File: src/logic/csf_pkg.sv
// Package with the register map, field layout and carrier types of the status flag block.
package csf_pkg;

  // ----------------------------------------------------------------
  // Register byte offsets
  // ----------------------------------------------------------------
  localparam logic [7:0] CSF_OFF_STATUS  = 8'h00;
  localparam logic [7:0] CSF_OFF_CONTROL = 8'h04;
  localparam logic [7:0] CSF_OFF_IRQ_ST  = 8'h08;
  localparam logic [7:0] CSF_OFF_IRQ_CLR = 8'h0C;
  localparam logic [7:0] CSF_OFF_IRQ_EN  = 8'h10;

  // ----------------------------------------------------------------
  // Status word field positions
  // ----------------------------------------------------------------
  localparam int CSF_B_OVF_A   = 15;
  localparam int CSF_B_OVF_B   = 14;
  localparam int CSF_B_CLIP_A  = 13;
  localparam int CSF_B_CLIP_B  = 12;
  localparam int CSF_B_OVF_ALL = 11;
  localparam int CSF_B_CLIP_ALL = 10;
  localparam int CSF_B_HALF_C  = 8;
  localparam int CSF_B_PRIO_HI = 7;
  localparam int CSF_B_PRIO_LO = 5;
  localparam int CSF_B_GEN_HI  = 3;

  // Control and interrupt bit positions.
  localparam int CSF_B_NEST_DIS = 0;
  localparam int CSF_B_EV_CLIPA = 0;
  localparam int CSF_B_EV_CLIPB = 1;
  localparam int CSF_B_EV_OVF   = 2;
  localparam int CSF_EV_W       = 3;

  // ----------------------------------------------------------------
  // Reset values and bus constants
  // ----------------------------------------------------------------
  localparam logic [15:0] CSF_STATUS_RST = 16'h0000;
  localparam logic [31:0] CSF_ZERO_WORD  = 32'h0000_0000;
  localparam logic [1:0]  CSF_HTRANS_NSEQ = 2'h2;
  localparam logic [1:0]  CSF_HRESP_OKAY  = 2'h0;

  // ----------------------------------------------------------------
  // Carrier types
  // ----------------------------------------------------------------
  typedef struct packed {
    logic valid;
    logic a_ovf;
    logic b_ovf;
    logic a_sat;
    logic b_sat;
  } csf_acc_evt_t;

  typedef struct packed {
    logic        valid;
    logic        byte_mode;
    logic        sub;
    logic [15:0] op_a;
    logic [15:0] op_b;
    logic [3:0]  nzvc;
  } csf_alu_req_t;

endpackage

File: src/logic/csf_status_flags.sv
// Processor status word with sticky clip flags, priority field, AHB-Lite access and interrupt.
//
// Decided for this implementation: the address map and register access over AHB-Lite.
`timescale 1ns/1ps
module csf_status_flags (
  input  wire logic                  core_clk_i,
  input  wire logic                  rst_i,
  input  wire logic                  hsel_i,
  input  wire logic [31:0]           haddr_i,
  input  wire logic [1:0]            htrans_i,
  input  wire logic                  hwrite_i,
  input  wire logic [2:0]            hsize_i,
  input  wire logic [31:0]           hwdata_i,
  input  wire logic                  hready_i,
  output logic      [31:0]           hrdata_o,
  output logic                       hreadyout_o,
  output logic      [1:0]            hresp_o,
  input  wire csf_pkg::csf_acc_evt_t acc_evt_i,
  input  wire csf_pkg::csf_alu_req_t alu_req_i,
  output logic      [15:0]           cpu_status_word_o,
  output logic                       nesting_disable_o,
  output logic                       irq_o
);
  import csf_pkg::*;

  // ----------------------------------------------------------------
  // Helpers
  // ----------------------------------------------------------------

  // Matches a byte address against a register offset.
  function automatic logic addr_hit(input logic [7:0] addr, input logic [7:0] off);
    addr_hit = (addr == off);
  endfunction

  // ----------------------------------------------------------------
  // Bus address phase capture
  // ----------------------------------------------------------------
  logic        wr_pend;
  logic [7:0]  wr_addr;
  logic        next_wr_pend;
  logic [7:0]  acc_addr;
  logic        acc_take;

  // A transfer is taken when selected, NONSEQ and the bus is ready.
  assign acc_take     = hsel_i && hready_i && (htrans_i == CSF_HTRANS_NSEQ);
  assign acc_addr     = haddr_i[7:0];
  assign next_wr_pend = acc_take && hwrite_i;

  // Address phase of a write is held for its data phase.
  always_ff @(posedge core_clk_i or posedge rst_i) begin
    if (rst_i) begin
      wr_pend <= 1'b0;
      wr_addr <= 8'h00;
    end else begin
      wr_pend <= next_wr_pend;
      wr_addr <= acc_addr;
    end
  end

  // Data phase write strobes per writable register; the interrupt status register has none.
  logic sw_status_wr;
  logic sw_ctrl_wr;
  logic sw_clr_wr;
  logic sw_en_wr;

  assign sw_status_wr = wr_pend && addr_hit(wr_addr, CSF_OFF_STATUS);
  assign sw_ctrl_wr   = wr_pend && addr_hit(wr_addr, CSF_OFF_CONTROL);
  assign sw_clr_wr    = wr_pend && addr_hit(wr_addr, CSF_OFF_IRQ_CLR);
  assign sw_en_wr     = wr_pend && addr_hit(wr_addr, CSF_OFF_IRQ_EN);

  // ----------------------------------------------------------------
  // Status word next value
  // ----------------------------------------------------------------
  logic [15:0] status;
  logic [15:0] next_status;
  logic        nest_dis;
  logic        next_nest_dis;
  logic        hc_w;
  logic        ovf_a_w;
  logic        ovf_b_w;
  logic        clip_a_w;
  logic        clip_b_w;
  logic        half_w;
  logic [2:0]  prio_w;
  logic [3:0]  gen_w;
  logic        clip_keep;
  logic [15:0] wd;

  assign wd = hwdata_i[15:0];

  csf_half_carry u_half_carry (
    .byte_mode_i  (alu_req_i.byte_mode),
    .sub_i        (alu_req_i.sub),
    .op_a_i       (alu_req_i.op_a),
    .op_b_i       (alu_req_i.op_b),
    .half_carry_o (hc_w)
  );

  // Datapath updates take priority over a software write in the same cycle.
  assign ovf_a_w = acc_evt_i.valid ? acc_evt_i.a_ovf : (sw_status_wr ? wd[CSF_B_OVF_A] : status[CSF_B_OVF_A]);
  assign ovf_b_w = acc_evt_i.valid ? acc_evt_i.b_ovf : (sw_status_wr ? wd[CSF_B_OVF_B] : status[CSF_B_OVF_B]);

  // A zero in the combined clip bit clears both sticky flags; a new saturation still wins.
  assign clip_keep = wd[CSF_B_CLIP_ALL];
  assign clip_a_w  = (acc_evt_i.valid && acc_evt_i.a_sat) ||
                     (sw_status_wr ? (wd[CSF_B_CLIP_A] && clip_keep) : status[CSF_B_CLIP_A]);
  assign clip_b_w  = (acc_evt_i.valid && acc_evt_i.b_sat) ||
                     (sw_status_wr ? (wd[CSF_B_CLIP_B] && clip_keep) : status[CSF_B_CLIP_B]);

  // Half carry and general flags come from each ALU result.
  assign half_w = alu_req_i.valid ? hc_w : (sw_status_wr ? wd[CSF_B_HALF_C] : status[CSF_B_HALF_C]);
  assign gen_w  = alu_req_i.valid ? alu_req_i.nzvc :
                  (sw_status_wr ? wd[CSF_B_GEN_HI:0] : status[CSF_B_GEN_HI:0]);

  // Priority field is locked while nesting is disabled.
  assign prio_w = (sw_status_wr && !nest_dis) ? wd[CSF_B_PRIO_HI:CSF_B_PRIO_LO] :
                  status[CSF_B_PRIO_HI:CSF_B_PRIO_LO];

  // Unused positions 9 and 4 read as zero; summaries are ORs.
  assign next_status = {ovf_a_w, ovf_b_w, clip_a_w, clip_b_w,
                        ovf_a_w | ovf_b_w, clip_a_w | clip_b_w, 1'b0, half_w,
                        prio_w, 1'b0, gen_w};
  assign next_nest_dis = sw_ctrl_wr ? hwdata_i[CSF_B_NEST_DIS] : nest_dis;

  // Status word and control register.
  always_ff @(posedge core_clk_i or posedge rst_i) begin
    if (rst_i) begin
      status   <= CSF_STATUS_RST;
      nest_dis <= 1'b0;
    end else begin
      status   <= next_status;
      nest_dis <= next_nest_dis;
    end
  end

  // ----------------------------------------------------------------
  // Interrupt status, enable and clear
  // ----------------------------------------------------------------
  logic [CSF_EV_W-1:0] irq_st;
  logic [CSF_EV_W-1:0] irq_en;
  logic [CSF_EV_W-1:0] ev_w;
  logic [CSF_EV_W-1:0] next_irq_st;
  logic [CSF_EV_W-1:0] next_irq_en;
  logic                next_irq;

  // Events: new clip on either accumulator, any overflow report.
  assign ev_w[CSF_B_EV_CLIPA] = acc_evt_i.valid && acc_evt_i.a_sat;
  assign ev_w[CSF_B_EV_CLIPB] = acc_evt_i.valid && acc_evt_i.b_sat;
  assign ev_w[CSF_B_EV_OVF]   = acc_evt_i.valid && (acc_evt_i.a_ovf || acc_evt_i.b_ovf);

  // Set wins over a clear arriving in the same cycle.
  assign next_irq_st = ev_w | (irq_st & ~(sw_clr_wr ? hwdata_i[CSF_EV_W-1:0] : {CSF_EV_W{1'b0}}));
  assign next_irq_en = sw_en_wr ? hwdata_i[CSF_EV_W-1:0] : irq_en;
  assign next_irq    = |(next_irq_st & next_irq_en);

  // Interrupt registers.
  always_ff @(posedge core_clk_i or posedge rst_i) begin
    if (rst_i) begin
      irq_st <= {CSF_EV_W{1'b0}};
      irq_en <= {CSF_EV_W{1'b0}};
      irq_o  <= 1'b0;
    end else begin
      irq_st <= next_irq_st;
      irq_en <= next_irq_en;
      irq_o  <= next_irq;
    end
  end

  // ----------------------------------------------------------------
  // Read data
  // ----------------------------------------------------------------
  logic [31:0] rd_w;
  logic [31:0] next_hrdata;

  // Read values come from next state so a write just before a read is seen.
  assign rd_w = addr_hit(acc_addr, CSF_OFF_STATUS)  ? {16'h0000, next_status} :
                addr_hit(acc_addr, CSF_OFF_CONTROL) ? {31'h0000_0000, next_nest_dis} :
                addr_hit(acc_addr, CSF_OFF_IRQ_ST)  ? {29'h0000_0000, next_irq_st} :
                addr_hit(acc_addr, CSF_OFF_IRQ_EN)  ? {29'h0000_0000, next_irq_en} :
                CSF_ZERO_WORD;
  assign next_hrdata = (acc_take && !hwrite_i) ? rd_w : CSF_ZERO_WORD;

  // Bus outputs; the slave never stalls and always answers OKAY.
  always_ff @(posedge core_clk_i or posedge rst_i) begin
    if (rst_i) begin
      hrdata_o          <= CSF_ZERO_WORD;
      hreadyout_o       <= 1'b1;
      hresp_o           <= CSF_HRESP_OKAY;
      cpu_status_word_o <= CSF_STATUS_RST;
      nesting_disable_o <= 1'b0;
    end else begin
      hrdata_o          <= next_hrdata;
      hreadyout_o       <= 1'b1;
      hresp_o           <= CSF_HRESP_OKAY;
      cpu_status_word_o <= next_status;
      nesting_disable_o <= next_nest_dis;
    end
  end

  // ----------------------------------------------------------------
  // Checks
  // ----------------------------------------------------------------
  logic [4:0] nib_chk;

  assign nib_chk = {1'b0, alu_req_i.op_a[3:0]} + {1'b0, alu_req_i.op_b[3:0]};

  chk_ovf_follow: assert property (@(posedge core_clk_i) disable iff (rst_i)
    acc_evt_i.valid |=> (status[CSF_B_OVF_A] == $past(acc_evt_i.a_ovf)) &&
                        (status[CSF_B_OVF_B] == $past(acc_evt_i.b_ovf)))
    else $error("Overflow flags do not follow the accumulator report.");

  chk_clip_set: assert property (@(posedge core_clk_i) disable iff (rst_i)
    (acc_evt_i.valid && acc_evt_i.a_sat) |=> status[CSF_B_CLIP_A] [*1] ##1 (status[CSF_B_CLIP_A] || $past(sw_status_wr)))
    else $error("Clip flag A failed to set or hold.");

  chk_clip_hold: assert property (@(posedge core_clk_i) disable iff (rst_i)
    (status[CSF_B_CLIP_B] && !sw_status_wr) |=> status[CSF_B_CLIP_B])
    else $error("Clip flag B dropped without a software write.");

  chk_half_byte: assert property (@(posedge core_clk_i) disable iff (rst_i)
    (alu_req_i.valid && alu_req_i.byte_mode && !alu_req_i.sub) |=> (status[CSF_B_HALF_C] == $past(nib_chk[4])))
    else $error("Half carry wrong for a byte addition.");

  chk_prio_locked: assert property (@(posedge core_clk_i) disable iff (rst_i)
    (sw_status_wr && nest_dis) |=> $stable(status[CSF_B_PRIO_HI:CSF_B_PRIO_LO]))
    else $error("Priority field changed while locked.");

  chk_clip_clear: assert property (@(posedge core_clk_i) disable iff (rst_i)
    (sw_status_wr && !wd[CSF_B_CLIP_ALL] && !acc_evt_i.valid) |=>
      !status[CSF_B_CLIP_A] && !status[CSF_B_CLIP_B])
    else $error("Combined clip zero write did not clear both flags.");

  chk_combined_or: assert property (@(posedge core_clk_i) disable iff (rst_i)
    (cpu_status_word_o[CSF_B_OVF_ALL] == (cpu_status_word_o[CSF_B_OVF_A] | cpu_status_word_o[CSF_B_OVF_B])) &&
    (cpu_status_word_o[CSF_B_CLIP_ALL] == (cpu_status_word_o[CSF_B_CLIP_A] | cpu_status_word_o[CSF_B_CLIP_B])))
    else $error("Combined flags are not the OR of their parts.");

  chk_irq_level: assert property (@(posedge core_clk_i) disable iff (rst_i)
    irq_o == |(irq_st & irq_en))
    else $error("Interrupt output disagrees with enabled status.");

  chk_bus_ready: assert property (@(posedge core_clk_i) disable iff (rst_i)
    hreadyout_o && (hresp_o == CSF_HRESP_OKAY))
    else $error("Slave stalled or answered with an error.");

  cov_clip_clear: cover property (@(posedge core_clk_i) disable iff (rst_i)
    status[CSF_B_CLIP_A] ##1 (sw_status_wr && !wd[CSF_B_CLIP_ALL]));

  cov_prio_lock: cover property (@(posedge core_clk_i) disable iff (rst_i)
    sw_status_wr && nest_dis);

  cov_irq_raise: cover property (@(posedge core_clk_i) disable iff (rst_i)
    !irq_o ##1 irq_o);

endmodule

File: src/logic/csf_half_carry.sv
// Half carry and borrow detector for byte and word arithmetic.
`timescale 1ns/1ps
module csf_half_carry (
  input  wire logic        byte_mode_i,
  input  wire logic        sub_i,
  input  wire logic [15:0] op_a_i,
  input  wire logic [15:0] op_b_i,
  output logic             half_carry_o
);
  import csf_pkg::*;

  // Subtraction adds the inverted operand plus one, so the carry out marks the borrow state.
  logic [15:0] addend;
  logic [4:0]  nib_sum;
  logic [8:0]  byte_sum;

  assign addend   = sub_i ? ~op_b_i : op_b_i;
  assign nib_sum  = {1'b0, op_a_i[3:0]} + {1'b0, addend[3:0]} + {4'h0, sub_i};
  assign byte_sum = {1'b0, op_a_i[7:0]} + {1'b0, addend[7:0]} + {8'h00, sub_i};

  // Carry out of the fourth low bit for bytes, out of the eighth for words.
  assign half_carry_o = byte_mode_i ? nib_sum[4] : byte_sum[8];

endmodule

File: config.mk
export PLATFORM = sky130hd
export DESIGN_NAME = csf_status_flags
export DESIGN_NICKNAME = d
export VERILOG_FILES = /design/src/logic/csf_pkg.sv /design/src/logic/csf_status_flags.sv /design/src/logic/csf_half_carry.sv
export SDC_FILE = /design/constraint.sdc
export NUM_CORES = 1
export LEC_CHECK = 0
export BUFFER_PORTS_ARGS = -buffer_cell sky130_fd_sc_hd__buf_2
export CORE_MARGIN = 2
export CORE_UTILIZATION = 43
export DETAILED_ROUTE_END_ITERATION = 16
export PLACE_DENSITY = 0.89
export SYNTH_ARGS = -nofsm -noshare
export SYNTH_HDL_FRONTEND = slang
export SYNTH_SLANG_ARGS = --single-unit
File: constraint.sdc
create_clock -name core_clk_i -period 3.4 [get_ports core_clk_i]
set_input_delay 0.68 -clock core_clk_i [delete_from_list [all_inputs] [get_ports core_clk_i]]
set_output_delay 0.68 -clock core_clk_i [all_outputs]
set_load 0.005 [all_outputs]
Word-level counts from Yosys, hierarchy flattened

Cells that the tools add are included.

Bits in registers: 47
Input bits: 118
Output and inout bits: 53
Logic and storage cells: 69

Add/subtract/negate cells: 4
Eq/ne operators: 7
Muxes and demuxes: 21
Bitwise logic cells: 7
Reductions and logical operators: 22

Operator list:

| cell               | count |
|---|---|
| $mux 16            | 2 |
| $mux 3             | 6 |
| $eq 8x3->1 const B | 2 |
| $eq 8x4->1 const B | 2 |
| $eq 8x5->1 const B | 2 |
| $logic_not 8->1    | 2 |
| $logic_and 1x1->1  | 14 |
| $mux 1             | 10 |
| $add 8x8->9        | 1 |
| $add 9x1->9        | 1 |
| $mux 4             | 2 |
| $mux 8             | 1 |
| $not 8->8          | 1 |
| $and 3x3->3        | 2 |
| $add 4x4->5        | 1 |
| $add 5x1->5        | 1 |
| $logic_or 1x1->1   | 3 |
| $not 3->3          | 1 |
| $or 3x3->3         | 1 |
| $reduce_or 3->1    | 1 |
| $eq 2x2->1 const B | 1 |
| $logic_not 1->1    | 2 |
| $or 1x1->1         | 2 |

Logic depth before layout (Yosys ltp)

Gate-level depths: netlist (run 1).

Depth after elaboration: 10
Depth in mapped cells: 8
Gate-level depth less buffers: 7

Hierarchy

From an unflattened synthesis (run 1), not the netlist that was laid out.

Cell total of the unflattened synthesis: 199
Area, all modules: 2265.9 µm²

By module, submodules not included:

| module           | times used | cells each | area an instance (µm²) | seq. area each (µm²) |
|---|---|---|---|---|
| csf_status_flags | 1          | 173        | 2029.4                 | 1126.1 |
| csf_half_carry   | 1          | 26         | 236.5                  | 0.0 |

Worst setup path after synthesis (run 1)

No wires, ideal clock.

Kind: input port to flip-flop
Start point: in haddr_i[1]
End point: reg hrdata_o[0]
Setup time: 0.082 ns
Arrival: 2.152 ns
Data required time: 3.318 ns
Slack: 1.165 ns
Cell stages on the path: 6
Path buffers: 1
Cell sequence: or4_1 -> or4_4 -> nor2_4 -> nand2_2 -> buf_6 -> o22ai_1

Word-level cells in the longest chain between the ends: 6
Elaborated cells between the ends (all ways): 9
Classes of those cells: 3 x eq/ne; 5 x mux; 1 x reduce/logical

RTL lines:

| what                 | RTL line                | source |
|---|---|---|
| start, declared      | csf_status_flags.sv:9   | `input wire logic [31:0] haddr_i,` |
| $eq 8x5->1           | csf_status_flags.sv:32  | `addr_hit = (addr == off);` |
| $mux 3               | csf_status_flags.sv:179 | `addr_hit(acc_addr, CSF_OFF_IRQ_EN) ? {29'h0000_0000, next_irq_en} :` |
| $mux 3               | csf_status_flags.sv:178 | `addr_hit(acc_addr, CSF_OFF_IRQ_ST) ? {29'h0000_0000, next_irq_st} :` |
| $mux 3               | csf_status_flags.sv:177 | `addr_hit(acc_addr, CSF_OFF_CONTROL) ? {31'h0000_0000, next_nest_dis} :` |
| $mux 16 *            | csf_status_flags.sv:176 | `assign rd_w = addr_hit(acc_addr, CSF_OFF_STATUS) ? {16'h0000, next_status} :` |
| $mux 16 *            | csf_status_flags.sv:181 | `assign next_hrdata = (acc_take && !hwrite_i) ? rd_w : CSF_ZERO_WORD;` |
| via next_hrdata[0]   | csf_status_flags.sv:173 | `logic [31:0] next_hrdata;` |
| end signal, assigned | csf_status_flags.sv:192 | `hrdata_o <= next_hrdata;` |
| end, declared        | csf_status_flags.sv:15  | `output logic [31:0] hrdata_o,` |

The timed path passes the listed nets; every way through them passes the cells marked *.

Final worst setup path (run 1)

Start point: reg wr_addr[3]
End point: reg hrdata_o[6]

Word-level cells in the longest chain between the ends: 6

RTL lines:

| what                   | RTL line                | source |
|---|---|---|
| start, declared        | csf_status_flags.sv:39  | `logic [7:0] wr_addr;` |
| start signal, assigned | csf_status_flags.sv:56  | `wr_addr <= acc_addr;` |
| $logic_not 8->1        | csf_status_flags.sv:32  |  |
| $logic_and 1x1->1      | csf_status_flags.sv:66  | `assign sw_status_wr = wr_pend && addr_hit(wr_addr, CSF_OFF_STATUS);` |
| $logic_and 1x1->1      | csf_status_flags.sv:116 | `assign prio_w = (sw_status_wr && !nest_dis) ? wd[CSF_B_PRIO_HI:CSF_B_PRIO_LO] :` |
| $mux 3                 | csf_status_flags.sv:116 |  |
| via next_status[6]     | csf_status_flags.sv:75  | `logic [15:0] next_status;` |
| $mux 16                | csf_status_flags.sv:176 |  |
| $mux 16                | csf_status_flags.sv:181 |  |
| via next_hrdata[6]     | csf_status_flags.sv:173 |  |

The timed path passes the listed nets, and every way through them passes these cells.

==> key figures, run 1 <==
Outcome
  • Status: complete, no violations

Clock tree
  • Number of buffers inserted by hold repair at cts: 0
  • Root Driver: clkbuf_8
  • Clock transition at path regs: 0.09 ns
  • PostCTS Resize Cnt: 0
  • CTS tree: yes
  • H-tree levels: 2
  • Clk sinks: 45
  • Worst-skew pair later-pin latency: 0.30 ns
  • Clock Path Buffers: 2
  • Post-CTS Setup Bufs: 0
  • CTS Buf Count: 5

Floorplan
  • Die Span X: 76.6 um
  • Row count: 26
  • Initial core utilization: 0.444
  • Ports: 171
  • Die area: 0.00587 mm2
  • Die Y: 76.6 um
  • Core area: 0.00511 mm2

STA
  • Worst Tran Pin Value: 0.953 ns
  • Max Clk Rate: 417 MHz
  • Final Hold Fails: 0
  • Final clock skew: 0.0112 ns
  • RSZ-0062 raised after global routing: false
  • Setup_tns: 0 ns
  • Fin crit period: 2.40 ns
  • Rel. slew slack: 0.361
  • Tcrit/Tclk final: 0.705
  • Final setup vio count: 0
  • Max-slew violations: 0

Placed design
  • DP Wirelength: 3660 um
  • Port Buf Inserts: 85
  • Dpl cells: 353
  • Gp weighted congestion: 0.823

GRT
  • Total Routing Usage GR: 0.165
  • Vias in the first global route: 1664
  • Gr ovfl total: 0
  • Initial antenna violation count: 0
  • Largest net degree at the start of global routing: 29
  • Global-route wire length before repair: 7690 um

Worst setup path
  • Crit end category: flop
  • Slowest CP cell: nor3b_1
  • R2R cell count: 5
  • Critical-path maximum fanout: 14
  • CP Class: reg2reg
  • CP cell instances: nor3b_1, nand3_2, nor2_1, mux2_2, nor2b_1
  • Largest delay share family, worst path: simple AND/OR/NAND/NOR gates
  • Slowest Stage Delay on Critical Path: 0.51 ns
  • Critical path data required time: 3.58 ns
  • Buf/Inv on CP: 0
  • Crit start category: flop
  • WP data arrival: 2.57 ns
  • Critical path depth in cells: 5

Synthesis
  • Synth warn: 0
  • Synth top area cells: dfrtp_1 (50%), buf_4 (7.6%), ha_1 (3.9%)
  • Average size of a mapped cell: 11.1 um2
  • FF+latch count, synth: 45
  • Mapped Cells: 204
  • Post-synthesis cell area: 0.00227 mm2
  • Synth top area share: 0.497
  • Count of cell types in the netlist: 45
  • Asr flop ratio synth: 1.00
  • Commonest cells post-synth: dfrtp_1 (45), buf_4 (23), nor2_1 (12), nor2b_1 (10)
  • EDFF count, synth: 0
  • Top-count cell post-synth: dfrtp_1
  • Area leader, netlist: dfrtp_1
  • Sequential cell area fraction in the yosys report: 0.497
  • Ys flop type: dfrtp_1

Power
  • Psw: 0.260 mW
  • Sw Share: 0.233
  • Lkg Pwr: 1.44 nW
  • P_int: 0.857 mW
  • P per Cell Area: 402 mW/mm2
  • Reg power frac: 0.505
  • Clock network power share: 0.369
  • VDD IR max: 0.239 mV
  • Combinational power share: 0.126

Flow run
  • Max-Cap Viols: 0

Route
  • Drt initial violations: 67
  • Vias: 1728
  • Post-route ant nets: 0
  • Post-route DRC: 0
  • Via density per instance: 4.79
  • Drt total wl: 4570 um
  • First-pass DRT Iterations: 5
  • WL per Instance: 12.7 um

Cells and area
  • Area Overhead vs Synth: 22.6%
  • Final #Nets: 415
  • # diodes: 0
  • Layout Cells excl Fill: 361
  • Share of post-route cells with drive strength above 1: 0.364

Min path
  • Worst hold path class: in2async
==> sequential cells by signal, indices dropped and copies added, names as in the netlist <==
name,flops
irq_en,3
wr_pend,1
hrdata_o,14
wr_addr,8
irq_o,1
cpu_status_word_o,14
irq_st,3
nest_dis,1
==> layer usage <==
metal  up-vias  GRT usage  share of wire
met2        71      0.284           0.50
met4         0     0.0327          0.011
met5         -          0              0
met3         6     0.0521          0.067
met1       812      0.204           0.42
li1        839          -              -
==> per-stage QoR <==
step / util / total power [mW] / instance area [um2] / setup WS, ns / hold WS, ns
floorplan: - / 0.668 / 2340 / 1.17 / 0.464
global placement: 0.520 / 0.710 / 2660 / 0.954 / 0.489
detailed placement: 0.520 / 0.717 / 2660 / 0.941 / 0.502
CTS: 0.544 / 1.13 / 2780 / 0.989 / 0.492
global route: 0.544 / 1.18 / 2780 / 0.789 / 0.490
finish: 0.544 / 1.12 / 2780 / 1.00 / 0.470
==> cells by family (layout without fill, tap and decap cells) <==
family | Yosys count | count (layout) | synth area share
xor gates and xnor gates | 7 | 7 | 0.0271
DFF | 45 | 45 | 0.497
adders and majority gates | 7 | 7 | 0.0387
muxes | 15 | 15 | 0.0701
and+or+nand+nor | 56 | 56 | 0.152
AOI/OAI and AO/OA | 34 | 34 | 0.104
buffers and inverters | 38 | 104 | 0.108
other | 2 | 23 | 0.00331
==> worst paths after layout <==
path                            start           end  slack [ns]
max in group asynchronous       rst_i    wr_addr[2]        2.22
min in group core_clk_i    haddr_i[0]    wr_addr[0]        0.50
hold reg to reg             irq_st[1]     irq_st[1]        0.52
setup / recovery           wr_addr[3]   hrdata_o[6]        1.00
setup reg to reg           wr_addr[3]   hrdata_o[6]        1.00
hold / removal                  rst_i  hrdata_o[13]        0.47
==> power by group through the flow <==
stage | clock (mW) | combinational [mW] | sequential (mW)
final | 0.412 | 0.141 | 0.564
after detailed placement | 0 | 0.142 | 0.575
after floorplan | 0 | 0.0938 | 0.574
after global placement | 0 | 0.136 | 0.574
after global routing | 0.448 | 0.161 | 0.567
after CTS | 0.424 | 0.142 | 0.564
==> cell usage in the layout, fill, tap and decap left out, types with 3 or more instances in the layout <==
master    synthesis  layout
dfrtp_1          45      45
nand2b_1          3       3
o21a_1            3       3
a21oi_1           6       6
nor2_1           12      12
mux2i_1           8       8
conb_1            2      23
nand2_1           9       9
inv_1             9       8
nand4_1           4       4
o22ai_1           3       3
mux2_2            7       7
xor2_1            7       7
nor2b_1          10      10
a21o_1            3       3
o21ai_0           4       4
buf_2             1      85
nand4b_1          3       3
ha_1              7       7
clkbuf_8          0       6
==> layout make-up <==
type / instances / area, um2
clock buffers: 6 / 82.6
clock inverters: 2 / 37.5
fillers: 456 / 2330
inverters: 10 / 37.5
multi-input cells: 142 / 973
flip-flops and latches: 45 / 1130
well taps: 70 / 87.6
repair buffers: 86 / 433
Power figures use the tool's default switching activity.
==> run 2: changes to the inputs <==
--- a/config.mk
+++ b/config.mk
@@ -7,9 +7,9 @@
 export LEC_CHECK = 0
 export BUFFER_PORTS_ARGS = -buffer_cell sky130_fd_sc_hd__buf_2
 export CORE_MARGIN = 2
-export CORE_UTILIZATION = 43
+export CORE_UTILIZATION = 36
 export DETAILED_ROUTE_END_ITERATION = 16
-export PLACE_DENSITY = 0.89
+export PLACE_DENSITY = 0.8
 export SYNTH_ARGS = -nofsm -noshare
 export SYNTH_HDL_FRONTEND = slang
 export SYNTH_SLANG_ARGS = --single-unit
==> constraint.sdc (replaced) <==
create_clock -name core_clk_i -period 2.07 [get_ports core_clk_i]
set_input_delay 0.414 -clock core_clk_i [delete_from_list [all_inputs] [get_ports core_clk_i]]
set_output_delay 0.414 -clock core_clk_i [all_outputs]
set_load 0.005 [all_outputs]
==> key figures, run 2 (same netlist as run 1, synthesis figures left out) <==
Outcome
  • Status: complete, no violations

Worst setup path
  • Crit end category: flop
  • WP data arrival: 2.20 ns (-0.37 ns)
  • CP Class: reg2reg
  • Crit start category: flop
  • R2R cell count: 6 (+1)
  • Critical-path maximum fanout: 10 (-4)
  • Slowest Stage Delay on Critical Path: 0.43 ns (-0.08 ns)
  • CP cell instances: nor3b_1, nand3_2, buf_4, mux2i_1, a2111oi_0, o21a_1
  • Critical path data required time: 2.31 ns (-1.27 ns)
  • Slowest CP cell: dfrtp_1

Route
  • Via density per instance: 4.72 (-1.3%)
  • Vias: 1767 (+2.3%)
  • Drt initial violations: 48 (-28%)
  • WL per Instance: 12.9 um (+1.8%)
  • First-pass DRT Iterations: 4 (-1)
  • Drt total wl: 4820 um (+5.5%)
  • Post-route ant nets: 0 (unchanged)
  • Post-route DRC: 0 (unchanged)

STA
  • Final setup vio count: 0 (unchanged)
  • Rel. slew slack: 0.633 (+0.272)
  • Final Hold Fails: 0 (unchanged)
  • Tcrit/Tclk final: 0.947 (+0.241)
  • Worst Tran Pin Value: 0.550 ns (-0.403 ns)
  • Max-slew violations: 0 (unchanged)
  • Setup ws final: 0.111 ns (-0.891 ns)
  • Final clock skew: 0.00535 ns (-0.00584 ns)
  • Fin crit period: 1.96 ns (-0.439 ns)
  • Max Clk Rate: 510 MHz (+22%)

Placed design
  • DP Wirelength: 3830 um (+4.5%)
  • Gp weighted congestion: 0.834 (+1.3%)
  • Port Buf Inserts: 85 (unchanged)
  • Pre-CTS setup slack: -0.0621 ns (-1.00 ns)

Cells and area
  • Share of post-route cells with drive strength above 1: 0.388 (+0.0237)
  • Most frequent cells in the layout: buf_2 (85), dfrtp_1 (45), conb_1 (23)
  • Area Overhead vs Synth: 24.6%
  • Final #Nets: 423 (+1.9%)
  • # diodes: 0 (unchanged)
  • Top flop regs: cpu_status_word_o (14), hrdata_o (14), wr_addr (8)
  • Leading cell type in the layout, fill and taps excluded: buf_2

GRT
  • Largest net degree at the start of global routing: 46 (+59%)
  • Total Routing Usage GR: 0.138 (-0.0263)
  • Vias in the first global route: 1678 (+0.84%)
  • Initial antenna violation count: 0 (unchanged)
  • Global-route wire length before repair: 7730 um (+0.45%)
  • Gr ovfl total: 0 (unchanged)

Clock tree
  • CTS tree: yes
  • Root Driver: clkbuf_8
  • Clk sinks: 45 (unchanged)
  • CTS Buf Count: 5 (unchanged)
  • Number of buffers inserted by hold repair at cts: 0 (unchanged)
  • Clock Path Buffers: 2 (unchanged)
  • Clock transition at path regs: 0.08 ns (about the same)
  • H-tree levels: 2 (unchanged)
  • Worst-skew pair later-pin latency: 0.30 ns (about the same)

Power
  • Total power: 1.70 mW (+52%)
  • Lkg Pwr: 1.47 nW (+1.7%)
  • P per Cell Area: 601 mW/mm2 (+49%)
  • VDD IR max: 0.356 mV (+49%)

Floorplan
  • Ports: 171 (unchanged)
  • Row count: 28 (+7.7%)
  • Die Y: 83.3 um (+8.8%)
  • Die area: 0.00694 mm2 (+18%)
  • Core area: 0.00599 mm2 (+17%)
  • Initial core utilization: 0.378 (-0.0654)
  • Die Span X: 83.3 um (+8.8%)

Min path
  • Hold path cells: 1
  • Worst hold path class: in2reg

Flow run
  • Max-Cap Viols: 0 (unchanged)
## run 2: final cells by class
type | count | area, um2
Multi-Input combinational cell | 142 | 982
Sequential cell | 45 | 1130
Tap cell | 75 | 93.8
Inverter | 10 | 37.5
Timing Repair Buffer | 94 | 493
Fill cell | 593 | 3170
Clock inverter | 3 | 21.3
Clock buffer | 5 | 68.8
## run 2: timing repair
item | in CTS | in global routing
pin swaps | 1 | 1
setup buffers | 0 | 3
cloned | 0 | 0
gates resized for setup | 0 | 2
setup endpoints to repair | 2 | 9
## run 2: power by group
part	switching (mW)	internal [mW]	total, mW
Combinational	0.123	0.110	0.233
Clock	0.298	0.239	0.537
Sequential	0.0188	0.907	0.926
Total	0.439	1.26	1.70
## run 2: per-layer routing
| layer | global-route usage | vias up | wire length (um) |
|---|---|---|---|
| li1 | - | 856 | - |
| met1 | 0.170 | 837 | 1990 |
| met2 | 0.235 | 69 | 2430 |
| met3 | 0.0358 | 5 | 351 |
| met4 | 0.0492 | 0 | 52 |
| met5 | 0 | - | 0 |
## run 2: stage by stage
| stage | utilization | area [um2] | TNS (ns) | hold slack, ns | std cells |
|---|---|---|---|---|---|
| after floorplan | - | 2340 | 0 | 0.445 | 225 |
| after global placement | 0.451 | 2700 | -0.0812 | 0.498 | 363 |
| after detailed placement | 0.451 | 2700 | -0.170 | 0.507 | 363 |
| after CTS | 0.466 | 2790 | 0 | 0.212 | 371 |
| after global routing | 0.471 | 2820 | -0.00528 | 0.217 | 374 |
| final | 0.471 | 2820 | 0 | 0.226 | 374 |
## run 2: critical path, delay by kind of cell (launching register included)
kind                   cells  cell delay [ns]
AO/OA/AOI/OAI              2             0.62
AND/OR/NAND/NOR            2             0.48
flip-flops                 1             0.43
buffers and inverters      1             0.20
multiplexers               1             0.15
## run 2: worst paths after layout
path / from / endpoint / slack, ns
hold / removal: haddr_i[5] / wr_addr[5] / 0.23
hold reg to reg: cpu_status_word_o[7] / cpu_status_word_o[7] / 0.53
min in group asynchronous: rst_i / cpu_status_word_o[10] / 0.24
setup / recovery: wr_addr[3] / hrdata_o[1] / 0.11
max in group asynchronous: rst_i / hrdata_o[1] / 1.46
setup reg to reg: wr_addr[3] / hrdata_o[1] / 0.11
==> run 3: changes to the inputs <==
--- a/config.mk
+++ b/config.mk
@@ -6,7 +6,7 @@
 export NUM_CORES = 1
 export LEC_CHECK = 0
 export BUFFER_PORTS_ARGS = -buffer_cell sky130_fd_sc_hd__buf_2
-export CORE_MARGIN = 2
+export CORE_MARGIN = 4
 export CORE_UTILIZATION = 36
 export DETAILED_ROUTE_END_ITERATION = 16
 export PLACE_DENSITY = 0.8
==> key figures, run 3 (same netlist as run 1, synthesis figures left out) <==
Outcome
  • Status: complete, no violations

Clock tree
  • Post-CTS Setup Bufs: 0 (unchanged)
  • Clock transition at path regs: 0.08 ns (about the same)
  • CTS tree: yes
  • Worst-skew pair later-pin latency: 0.30 ns (about the same)
  • Number of buffers inserted by hold repair at cts: 0 (unchanged)
  • Root Driver: clkbuf_8
  • Clk sinks: 45 (unchanged)
  • Clock Path Buffers: 2 (unchanged)
  • CTS Buf Count: 5 (unchanged)
  • H-tree levels: 2 (unchanged)

Worst setup path
  • Crit path from: wr_addr[1]
  • Setup slack, reg-to-reg: 0.14 ns (+0.03 ns)
  • Crit Reg-Reg Endpoint: hrdata_o[2]
  • Slowest CP cell: dfrtp_1
  • Critical-path maximum fanout: 7 (-3)
  • Crit start category: flop
  • Worst Setup EP: hrdata_o[2]
  • CP Class: reg2reg
  • Critical path depth in cells: 6 (unchanged)
  • Buf/Inv on CP: 1 (unchanged)
  • Slowest Stage Delay on Critical Path: 0.39 ns (-0.04 ns)
  • R2R cell count: 6 (unchanged)
  • WP data arrival: 2.12 ns (-0.08 ns)
  • Crit end category: flop
  • RR Startpoint: wr_addr[1]
  • Critical path data required time: 2.26 ns (-0.05 ns)
  • CP cell instances: nor4_4, buf_4, nand4b_1, mux2i_1, o22ai_1, o21a_1
  • Largest delay share family, worst path: simple AND/OR/NAND/NOR gates

Floorplan
  • Die Span X: 87.3 um (+4.8%)
  • Core area: 0.00603 mm2 (+0.58%)
  • Initial core utilization: 0.376 (-0.00220)
  • Die area: 0.00763 mm2 (+9.8%)
  • Die Y: 87.3 um (+4.8%)
  • Ports: 171 (unchanged)
  • Row count: 28 (unchanged)

Power
  • Reg power frac: 0.558 (+0.012)
  • Clock network power share: 0.300 (-0.017)
  • Psw: 0.421 mW (-4.2%)
  • P_int: 1.24 mW (-1.3%)
  • Sw Share: 0.253 (-0.00561)
  • P per Cell Area: 595 mW/mm2 (-1.0%)
  • VDD IR max: 0.394 mV (+11%)
  • Lkg Pwr: 1.44 nW (-1.4%)
  • Combinational power share: 0.142 (+0.005)

STA
  • Final clock skew: 0.00846 ns (+0.00310 ns)
  • Final setup vio count: 0 (unchanged)
  • Setup_tns: 0 ns (unchanged)
  • Tcrit/Tclk final: 0.934 (-0.0130)
  • Max-slew violations: 0 (unchanged)
  • Rel. slew slack: 0.528 (-0.105)
  • Final Hold Fails: 0 (unchanged)
  • Max Clk Rate: 517 MHz (+1.4%)
  • Worst Tran Pin Value: 0.704 ns (+0.154 ns)
  • Fin crit period: 1.93 ns (-0.0269 ns)

Placed design
  • Gp weighted congestion: 0.823 (-1.3%)
  • DP Wirelength: 4120 um (+7.7%)
  • Dpl cells: 363 (unchanged)
  • Port Buf Inserts: 85 (unchanged)

Route
  • Vias: 1711 (-3.2%)
  • Drt initial violations: 67 (+40%)
  • Post-route DRC: 0 (unchanged)
  • First-pass DRT Iterations: 4 (unchanged)
  • WL per Instance: 13.8 um (+7.2%)
  • Via density per instance: 4.64 (-1.9%)
  • Drt total wl: 5100 um (+5.8%)
  • Post-route ant nets: 0 (unchanged)

Cells and area
  • Most frequent cells in the layout: buf_2 (85), dfrtp_1 (45), conb_1 (23)
  • Area of the multi-input gates: 992 um2 (+1.0%)
  • FILL cells: 568 (-4.2%)
  • Leading cell type in the layout, fill and taps excluded: buf_2
  • Top flop regs: cpu_status_word_o (14), hrdata_o (14), wr_addr (8)
  • Share of post-route cells with drive strength above 1: 0.381 (-0.00701)
  • Register area: 0.00113 mm2 (unchanged)
  • Area Overhead vs Synth: 23.3%
  • Final #Nets: 420 (-0.71%)
  • Post-layout util: 0.464 (-0.00751)
  • # diodes: 0 (unchanged)
  • Layout Cells excl Fill: 369 (-1.3%)

Min path
  • Worst hold path class: in2async

GRT
  • Initial antenna violation count: 0 (unchanged)
  • Total Routing Usage GR: 0.137 (-0.000973)
  • Gr ovfl total: 0 (unchanged)
  • Vias in the first global route: 1683 (+0.30%)
  • Global-route wire length before repair: 7990 um (+3.4%)
  • Largest net degree at the start of global routing: 20 (-57%)

Flow run
  • Max-Cap Viols: 0 (unchanged)
==> run 3: changes by cell type in the layout (fill, tap and decap cells not counted), sizes merged <==
cell,previous run,this run
inv,9,8
buf,94,91
clkinvlp,1,0
==> run 3: worst min path at each step <==
| stage | slack, ns | cells past startpoint | startpoint | end |
|---|---|---|---|---|
| global placement | 0.46 | 2 | rst_i | hrdata_o[13] |
| finish | 0.13 | 2 | rst_i | cpu_status_word_o[8] |
| CTS | 0.14 | 2 | rst_i | hrdata_o[13] |
| global route | 0.16 | 2 | rst_i | hrdata_o[10] |
| floorplan | 0.45 | 0 | haddr_i[0] | wr_addr[0] |
| detailed placement | 0.47 | 2 | rst_i | hrdata_o[13] |
==> run 3: power by group through the flow <==
stage | sequential [mW] | clock [mW] | combinational (mW)
2_1_floorplan | 0.943 | 0 | 0.154
3_3_place_gp | 0.942 | 0 | 0.228
3_5_place_dp | 0.944 | 0 | 0.237
4_1_cts | 0.926 | 0.524 | 0.238
5_1_grt | 0.931 | 0.559 | 0.270
6_report | 0.927 | 0.498 | 0.236
==> run 3: stage by stage <==
step	cell area (um2)	hold WS (ns)	total power, mW	worst slack (ns)
global route	2790	0.160	1.76	-0.00548
floorplan	2340	0.445	1.10	0.101
detailed placement	2700	0.468	1.18	-0.0730
finish	2790	0.130	1.66	0.137
CTS	2780	0.140	1.69	0.0889
global placement	2700	0.458	1.17	-0.0648
==> run 3: final cells by class <==
| type | instances | area share |
|---|---|---|
| inverter | 10 | 0.0134 |
| tap | 75 | 0.0336 |
| sequential | 45 | 0.403 |
| clock inverter | 1 | 0.00179 |
| timing repair buffer | 91 | 0.168 |
| clock buffer | 5 | 0.0246 |
| multi-input combinational | 142 | 0.355 |
==> run 3: what timing repair did <==
action | in CTS | in global routing
endpoints found under the hold margin | 0 | 0
gates resized for setup | 0 | 5
setup endpoints to repair | 0 | 9
==> run 3: layer usage <==
metal,vias to the layer above,GRT usage,part of all wire
li1,854,-,-
met1,770,0.169,0.41
met2,78,0.231,0.48
met3,9,0.0360,0.085
met4,0,0.0516,0.017
met5,-,0,0
